## src/include/pos_pkg.sv

```systemverilog
// Overview of operation
// RULE1: single update: one duty serves both halves
// RULE2: double update: each half latches own duty
// RULE3: minimum half on-time is min_pulse_count cycles
// RULE4: short pulse held off, complement held on; code turns both pins on when both halves are short
// RULE5: steering register is nine-bit read/write
// RULE6: steering bits 8,7,6 cross phases A,B,C
// RULE7: crossover swaps high and low pin signals
// RULE8: reset clears all three crossover bits
// RULE9: bits 0-5 force one output off each
// RULE10: disable masking applied after crossover routing
// RULE11: reset clears all six disable bits
// RULE12: steering takes effect on sync rising edge
// RULE13: carrier bit 8 chops high, 9 low
// RULE14: carrier period is four times divider plus one
// RULE15: divider accepts every value 0 through 255
// RULE16: reset clears the whole gate carrier register
// RULE17: software sets carrier before starting pwm
// RULE18: chopping modulates only the active portion
// RULE19: midpoint sync relatches duty and steering
// RULE20: on-time shrinks by dead time per edge
// RULE21: carrier is 50 percent square, ANDed last
package pos_pkg;
   localparam int          ADDR_W            = 4;
   localparam int          DATA_W            = 32;
   localparam int          CNT_W             = 16;
   localparam int          NUM_PHASES        = 3;
   localparam int          NUM_OUTS          = 6;
   // register byte offsets
   localparam logic [3:0]  OFS_STEERING      = 4'h0;
   localparam logic [3:0]  OFS_GATE          = 4'h4;
   localparam logic [3:0]  OFS_MIN_PULSE     = 4'h8;
   localparam logic [3:0]  OFS_STATUS        = 4'hC;
   // widths and reset values
   localparam int          STEER_W           = 9;
   localparam int          GATE_W            = 10;
   localparam logic [8:0]  STEER_RESET       = 9'h000;
   localparam logic [9:0]  GATE_RESET        = 10'h000;
   localparam logic [15:0] MIN_PULSE_RESET   = 16'h0000;
   // steering field positions
   localparam int          STEER_XOVER_A_BIT = 8;
   localparam int          STEER_HIGH_A_BIT  = 4;
   localparam int          STEER_LOW_A_BIT   = 5;
   // gate field positions
   localparam int          GATE_DIV_LSB      = 0;
   localparam int          GATE_DIV_W        = 8;
   localparam int          GATE_CHOP_HI_BIT  = 8;
   localparam int          GATE_CHOP_LO_BIT  = 9;
   // status field positions
   localparam int          STAT_DELETE_LSB   = 0;
   localparam int          STAT_PINS_LSB     = 8;
   localparam int          STAT_HALF_BIT     = 16;
endpackage : pos_pkg

```

## src/rtl/pos_shaping.sv

```systemverilog
`timescale 1ns/1ps
module pos_shaping
   import pos_pkg::*;
(
   // clock and reset
   input  wire logic                clock,
   input  wire logic                rst,
   // avalon-mm slave
   input  wire logic [ADDR_W-1:0]   avs_address,
   input  wire logic                avs_read,
   input  wire logic                avs_write,
   input  wire logic [DATA_W-1:0]   avs_writedata,
   input  wire logic [3:0]          avs_byteenable,
   output logic [DATA_W-1:0]        avs_readdata,
   output logic                     avs_waitrequest,
   // timing unit side
   input  wire logic                double_update_mode,
   input  wire logic                period_sync_pulse,
   input  wire logic [CNT_W-1:0]    duty_phase_a,
   input  wire logic [CNT_W-1:0]    duty_phase_b,
   input  wire logic [CNT_W-1:0]    duty_phase_c,
   input  wire logic [CNT_W-1:0]    dead_time_count,
   input  wire logic [CNT_W-1:0]    period_count,
   input  wire logic                timing_a_high,
   input  wire logic                timing_a_low,
   input  wire logic                timing_b_high,
   input  wire logic                timing_b_low,
   input  wire logic                timing_c_high,
   input  wire logic                timing_c_low,
   // gate driver pins
   output logic                     phase_a_high,
   output logic                     phase_a_low,
   output logic                     phase_b_high,
   output logic                     phase_b_low,
   output logic                     phase_c_high,
   output logic                     phase_c_low
);

   ////////////////////////////////////////////////////////////////////////
   // registers and internal signals

   logic [STEER_W-1:0]    output_steering_reg;
   logic [STEER_W-1:0]    steer_active_reg;
   logic [GATE_W-1:0]     gate_carrier_reg;
   logic [CNT_W-1:0]      min_pulse_count_reg;
   logic                  wait_reg;
   logic [DATA_W-1:0]     rdata_reg;
   logic                  sync_prev_reg;
   logic                  half_reg;
   logic [NUM_OUTS-1:0]   delete_reg;
   logic [NUM_OUTS-1:0]   pins_reg;
   logic [GATE_DIV_W:0]   chop_cnt_reg;
   logic                  carrier_reg;

   logic                  sync_rise;
   logic                  wr_take;
   logic                  rd_take;
   logic [CNT_W-1:0]      duty_vec     [NUM_PHASES];
   logic [1:0]            timing_vec   [NUM_PHASES];
   logic [NUM_OUTS-1:0]   delete_next;
   logic [NUM_OUTS-1:0]   pins_next;
   logic [GATE_DIV_W:0]   chop_last;
   logic [DATA_W-1:0]     status_word;

   assign duty_vec[0]   = duty_phase_a;
   assign duty_vec[1]   = duty_phase_b;
   assign duty_vec[2]   = duty_phase_c;
   assign timing_vec[0] = {timing_a_low, timing_a_high};
   assign timing_vec[1] = {timing_b_low, timing_b_high};
   assign timing_vec[2] = {timing_c_low, timing_c_high};

   assign sync_rise = period_sync_pulse & ~sync_prev_reg;

   ////////////////////////////////////////////////////////////////////////
   // avalon-mm slave: one wait cycle, then complete

   // request is seen with waitrequest high, then waitrequest drops for
   // exactly one cycle, at whose closing edge the access completes
   assign wr_take = avs_write & ~wait_reg;
   assign rd_take = avs_read & wait_reg;

   always_ff @(posedge clock) begin
      if (rst) begin
         wait_reg <= 1'b1;
      end else if ((avs_read | avs_write) & wait_reg) begin
         wait_reg <= 1'b0;
      end else begin
         wait_reg <= 1'b1;
      end
   end

   always_comb begin
      status_word = '0;
      status_word[STAT_DELETE_LSB +: NUM_OUTS] = delete_reg;
      status_word[STAT_PINS_LSB +: NUM_OUTS]   = pins_reg;
      status_word[STAT_HALF_BIT]               = half_reg;
   end

   always_ff @(posedge clock) begin
      if (rst) begin
         rdata_reg <= '0;
      end else if (rd_take) begin
         if (avs_address == OFS_STEERING) begin
            rdata_reg <= {{(DATA_W-STEER_W){1'b0}}, output_steering_reg};
         end else if (avs_address == OFS_GATE) begin
            rdata_reg <= {{(DATA_W-GATE_W){1'b0}}, gate_carrier_reg};
         end else if (avs_address == OFS_MIN_PULSE) begin
            rdata_reg <= {{(DATA_W-CNT_W){1'b0}}, min_pulse_count_reg};
         end else if (avs_address == OFS_STATUS) begin
            rdata_reg <= status_word;
         end else begin
            rdata_reg <= '0;
         end
      end
   end

   // steering register, software copy
   always_ff @(posedge clock) begin
      if (rst) begin
         output_steering_reg <= STEER_RESET; // RULE8 RULE11
      end else if (wr_take && avs_address == OFS_STEERING) begin
         if (avs_byteenable[0]) begin
            output_steering_reg[7:0] <= avs_writedata[7:0]; // RULE5
         end
         if (avs_byteenable[1]) begin
            output_steering_reg[8] <= avs_writedata[8]; // RULE5
         end
      end
   end

   // gate carrier register; divider accepts the full 8-bit range
   always_ff @(posedge clock) begin
      if (rst) begin
         gate_carrier_reg <= GATE_RESET; // RULE16
      end else if (wr_take && avs_address == OFS_GATE) begin
         if (avs_byteenable[0]) begin
            gate_carrier_reg[7:0] <= avs_writedata[7:0]; // RULE15
         end
         if (avs_byteenable[1]) begin
            gate_carrier_reg[9:8] <= avs_writedata[9:8]; // RULE13
         end
      end
   end

   always_ff @(posedge clock) begin
      if (rst) begin
         min_pulse_count_reg <= MIN_PULSE_RESET;
      end else if (wr_take && avs_address == OFS_MIN_PULSE) begin
         if (avs_byteenable[0]) begin
            min_pulse_count_reg[7:0] <= avs_writedata[7:0];
         end
         if (avs_byteenable[1]) begin
            min_pulse_count_reg[15:8] <= avs_writedata[15:8];
         end
      end
   end

   ////////////////////////////////////////////////////////////////////////
   // sync latching: period start, plus midpoint in double update mode

   always_ff @(posedge clock) begin
      if (rst) begin
         sync_prev_reg <= 1'b0;
      end else begin
         sync_prev_reg <= period_sync_pulse;
      end
   end

   // half tracker: flips at each sync in double mode, stays 0 in single
   always_ff @(posedge clock) begin
      if (rst) begin
         half_reg <= 1'b0;
      end else if (sync_rise) begin
         half_reg <= double_update_mode & ~half_reg; // RULE19
      end
   end

   always_ff @(posedge clock) begin
      if (rst) begin
         steer_active_reg <= STEER_RESET;
      end else if (sync_rise) begin
         steer_active_reg <= output_steering_reg; // RULE12 RULE19
      end
   end

   ////////////////////////////////////////////////////////////////////////
   // minimum pulse deletion, decided at each sync rise

   // duty values are sampled at every sync rise: once per period in
   // single update mode, so both halves share them; twice in double
   // update mode, so each half gets its own value
   generate
      for (genvar p = 0; p < NUM_PHASES; p++) begin : g_del
         logic [CNT_W+1:0] hi_on;
         logic [CNT_W+1:0] lo_on;
         logic [CNT_W+1:0] min_on;
         // each switching edge moves in by the dead time
         assign hi_on  = {2'b00, duty_vec[p]}
                       - {2'b00, dead_time_count}; // RULE20
         assign lo_on  = {2'b00, period_count} - {2'b00, duty_vec[p]}
                       - {2'b00, dead_time_count}; // RULE20
         assign min_on = {2'b00, min_pulse_count_reg}; // RULE3
         // negative on-time shows as the top bit set and counts as short
         always_comb begin
            delete_next[2*p]   = hi_on[CNT_W+1] | (hi_on < min_on); // RULE4
            delete_next[2*p+1] = lo_on[CNT_W+1] | (lo_on < min_on); // RULE4
         end
      end
   endgenerate

   always_ff @(posedge clock) begin
      if (rst) begin
         delete_reg <= '0;
      end else if (sync_rise) begin
         delete_reg <= delete_next; // RULE1 RULE2
      end
   end

   ////////////////////////////////////////////////////////////////////////
   // chopping carrier: square wave of 4*(div+1) clocks

   assign chop_last = {gate_carrier_reg[GATE_DIV_LSB +: GATE_DIV_W], 1'b1};

   // toggles every 2*(div+1) clocks, giving a 50 percent wave
   always_ff @(posedge clock) begin
      if (rst) begin
         chop_cnt_reg <= '0;
      end else if (chop_cnt_reg >= chop_last) begin
         chop_cnt_reg <= '0; // RULE14
      end else begin
         chop_cnt_reg <= chop_cnt_reg + 1'b1;
      end
   end

   always_ff @(posedge clock) begin
      if (rst) begin
         carrier_reg <= 1'b0;
      end else if (chop_cnt_reg >= chop_last) begin
         carrier_reg <= ~carrier_reg; // RULE14 RULE21
      end
   end

   ////////////////////////////////////////////////////////////////////////
   // output steering, masking and chopping

   generate
      for (genvar p = 0; p < NUM_PHASES; p++) begin : g_out
         logic hi_fix;
         logic lo_fix;
         logic hi_route;
         logic lo_route;
         logic hi_mask;
         logic lo_mask;
         always_comb begin
            // deleted pulse off, complement fully on; if both halves are deleted, both pins are on
            hi_fix = (timing_vec[p][0] & ~delete_reg[2*p])
                   | delete_reg[2*p+1]; // RULE4
            lo_fix = (timing_vec[p][1] & ~delete_reg[2*p+1])
                   | delete_reg[2*p]; // RULE4
            if (steer_active_reg[STEER_XOVER_A_BIT-p]) begin
               hi_route = lo_fix; // RULE6 RULE7
               lo_route = hi_fix; // RULE6 RULE7
            end else begin
               hi_route = hi_fix;
               lo_route = lo_fix;
            end
            // disable gates the routed signal
            hi_mask = hi_route
                    & ~steer_active_reg[STEER_HIGH_A_BIT-2*p]; // RULE9 RULE10
            lo_mask = lo_route
                    & ~steer_active_reg[STEER_LOW_A_BIT-2*p]; // RULE9 RULE10
            pins_next[2*p] = hi_mask
               & (carrier_reg
                  | ~gate_carrier_reg[GATE_CHOP_HI_BIT]); // RULE18 RULE21
            pins_next[2*p+1] = lo_mask
               & (carrier_reg
                  | ~gate_carrier_reg[GATE_CHOP_LO_BIT]); // RULE18 RULE21
         end
      end
   endgenerate

   always_ff @(posedge clock) begin
      if (rst) begin
         pins_reg <= '0;
      end else begin
         pins_reg <= pins_next;
      end
   end

   ////////////////////////////////////////////////////////////////////////
   // outputs

   assign avs_readdata    = rdata_reg;
   assign avs_waitrequest = wait_reg;
   assign phase_a_high    = pins_reg[0];
   assign phase_a_low     = pins_reg[1];
   assign phase_b_high    = pins_reg[2];
   assign phase_b_low     = pins_reg[3];
   assign phase_c_high    = pins_reg[4];
   assign phase_c_low     = pins_reg[5];

endmodule : pos_shaping

```

## config.mk

```make
export PLATFORM = sky130hd
export DESIGN_NAME = pos_shaping
export DESIGN_NICKNAME = d
export VERILOG_FILES = /design/src/include/pos_pkg.sv /design/src/rtl/pos_shaping.sv
export SDC_FILE = /design/constraint.sdc
export NUM_CORES = 1
export LEC_CHECK = 0
export BUFFER_PORTS_ARGS = -buffer_cell sky130_fd_sc_hd__buf_2
export CAP_MARGIN = 20
export CORE_UTILIZATION = 60
export CTS_BUF_LIST = sky130_fd_sc_hd__clkbuf_4 sky130_fd_sc_hd__clkbuf_8
export CTS_CLUSTER_DIAMETER = 50
export DETAILED_ROUTE_END_ITERATION = 8
export PLACE_DENSITY = 0.83
export SYNTH_ARGS = -nofsm -noshare
export SYNTH_HDL_FRONTEND = slang
export SYNTH_SLANG_ARGS = --single-unit
```

## constraint.sdc

```tcl
create_clock -name clock -period 11.9 [get_ports clock]
set_input_delay 3.57 -clock clock [delete_from_list [all_inputs] [get_ports clock]]
set_output_delay 3.57 -clock clock [all_outputs]
set_load 0.01 [all_outputs]
```

==> summary.md <==
| Metric | Value |
|---|---|
| Status | completed |
| Post-CTS Hold Buffers | 0 |
| H-tree Lvls | 3 |
| Max Cap Viol | 0 |
| Finish-stage setup viols | 0 |
| RSZ-0062 raised after global routing | false |
| Post-synth EDFFs | 0 |
| Initial Util | 61.6% |
| Initial DRC count | just under 600 |
| Vias/cell | roughly 6.1 |
| Die X | between 100 and 150 µm |
| Post-cts sizing count | 0 |
| Num CTS Buffers | 9 |
| Post-synthesis cell count | 1526 |
| CTS clk-pin slew, worst paths | 90 ps |
| CTS tree | done |
| Grt total ovfl | 0 |
| Row Count | 51 |
| First-pass GRT wire length | approximately 52 mm |
| Max reg flops | 17 |
| HPWL after DPL | roughly 27 mm |
| Clk_lat worst skew | between 300 and 400 ps |
| Clock root cell | clkbuf_8 |
| Worst setup path class | in -> reg |
| Final #Nets | 2036 |
| Drt total wl | ~33 mm |
| Fillers | 1707 |
| Ys flop type | dfxtp_1 |
| Area of the core | a little under 20000 µm² |
| Worst hold path class | reg -> reg |
| Detailed-route DRC error count | 0 |
| Layout cells sized above 1 | roughly 11% |
| Setup WS pre-CTS | 3140 ps |
| Pin count of the biggest net entering global routing | 72 |
| Synth async-reset ratio | 0% |
| Endpoints failing hold | 0 |
| Worst-Margin Slew | 725 ps |
| Worst vdd ir | 0.0690 mV |
| Die height | 144 µm |
| Gr usage total | 32.2% |
| Initial DRT Pass Iterations | 5 |
| Synth Area per Inst | 7.88 µm² |
| RePlAce Congestion | roughly 0.9 |
| Fin. max-slew vios | 0 |
| Clock net sink count | 86 |
| Initial antenna violation count | 1 |
| Slew headroom | a little over 50% |
| Synth Warn # | 0 |
| CTS max path bufs | 2 |
| CP Capture Type | register |
| WP data required | 12190 ps |
| Routed wire per std cell | ~17 µm |
| Yosys cell types | 74 |
| Commonest non-fill, non-tap cells in the layout | ha_1 (243), nor2_1 (160), inv_1 (138) |
| Sequential share of the synthesized area | 14.3% |
| Final Skew | 7.56 ps |
| Most common cell after layout, fill and taps aside | ha_1 |
| Tcrit/Tclk final | between 70% and 80% |
| Area growth, synth to finish | 9.08% |
| Fmax | 0.118 GHz |
| Leakage | 6.00 nW |
| WHS | between 400 and 500 ps |
| Power per Cell Area | 110 nW/µm² |
| Final worst path period need | 8450 ps |
| Post-route setup slack | ~3500 ps |
| Residual antenna-violating net count after detailed routing | 0 |
| Crit-path max FO | 4 |
| Fin Setup TNS | 0 ps |
| Yosys reg bits | 86 |
| Io pins | 171 |
| DIE AREA | 20600 µm² |
| Syn Std Cell Area | 12000 µm² |
| Port Buffers | 137 |
| Vias post-DR | around 12000 |
| Vias in the first global route | 11100 |
| CP arrival | 8730 ps |
| Setup crit start kind | input port |
| Setup Buffers After CTS | 0 |
metal layers:
| metal | wire length [µm] | track usage [%] |
|---|---|---|
| met2 | 15900 | 57.7 |
| met1 | 13700 | 37.6 |
| met3 | 1800 | 2.60 |
| met4 | 1600 | 18.1 |
| met5 | 0 | 0 |
power by group:
group	internal, W	leakage, nW	switching [W]
registers	0.000303	0.699	0.0000136
logic	0.000411	5.20	0.000502
clock network	0.000105	0.0990	0.000104
critical path: stages:
cell and delay, ps:
buf_2 80, inv_1 80, ha_1 220, fa_1 410, nor2b_1 170, o31a_1 190, o21ai_0 120, a21oi_1 240
o21a_1 140, nor2_1 50, xnor2_1 120, ha_1 320, a21oi_1 250, nand2_1 100, o21ai_2 200, o21ai_2 110
o41a_1 350, a21oi_1 180, xnor2_1 140, ha_1 240, o21a_1 120, nand3_1 80, a21oi_1 40, a221oi_1 510
nand3_1 140, a211oi_1 260, nor3_1 90, a31oi_1 200
per-stage QoR:
step	instance area (µm²)	instances	total power, W	util, %
finish	13100	1923	0.00144	67.2
global route	13100	1922	0.00157	67.2
CTS	13100	1921	0.00143	67.1
detailed placement	12900	1905	0.00122	66.1
global placement	12900	1905	0.00118	66.1
floorplan	12100	1540	0.00102	-
synth_stat cells (10+ instances only):
| library cell | count | area share [%] |
|---|---|---|
| clkbuf_1 | 20 | 0.62 |
| inv_1 | 138 | 4.3 |
| ha_1 | 243 | 25 |
| a21oi_1 | 118 | 4.9 |
| xnor2_1 | 80 | 5.8 |
| o211ai_1 | 14 | 0.87 |
| or3_1 | 12 | 0.62 |
| a211oi_1 | 23 | 1.4 |
| a21o_1 | 26 | 1.6 |
| nand2b_1 | 18 | 0.94 |
| nor3_1 | 34 | 1.4 |
| o31a_1 | 10 | 0.73 |
| xor2_1 | 29 | 2.1 |
| a221oi_1 | 12 | 0.87 |
| and3_1 | 19 | 0.99 |
| o21a_1 | 40 | 2.5 |
| a31oi_1 | 12 | 0.62 |
| a2111oi_0 | 11 | 0.80 |
| mux2i_1 | 41 | 3.4 |
| nor2_1 | 160 | 5.0 |
| nand2_1 | 84 | 2.6 |
| o2111ai_1 | 10 | 0.73 |
| o21ai_0 | 73 | 3.0 |
| nor2b_1 | 28 | 1.5 |
| buf_4 | 15 | 0.94 |
| dfxtp_1 | 86 | 14 |
| nand3_1 | 36 | 1.5 |
worst paths after layout:
check	slack (ps)	start	end	cells past startpoint
worst min register to register	440	steer_active_reg[4]	pins_reg[0]	1
worst max register to register	9070	min_pulse_count_reg[7]	delete_reg[3]	10
worst max-delay path	3450	period_count[0]	delete_reg[3]	28
worst min-delay path	440	steer_active_reg[4]	pins_reg[0]	1
cells by family (layout without fill, tap and decap cells):
logic type,Yosys count,in the layout,synth area share (%)
AOI/OAI and AO/OA,434,434,24.8
xor gates and xnor gates,109,109,7.94
adders and majority gates,252,252,26.8
buffers and inverters,178,295,6.07
DFF,86,86,14.3
muxes,43,43,3.69
other,1,16,0.0312
and+or+nand+nor,423,423,16.4
layout make-up:
class | count | area [µm²] | area share, %
tap | 265 | 332 | 2.53
antenna | 1 | 2.50 | 0.0191
sequential | 86 | 1720 | 13.1
inverter | 138 | 518 | 3.95
multi-input combinational | 1276 | 9630 | 73.4
clock buffer | 11 | 145 | 1.11
clock inverter | 5 | 58.8 | 0.448
timing repair buffer | 141 | 713 | 5.44
Note: power is estimated with default switching activity, not from simulation.
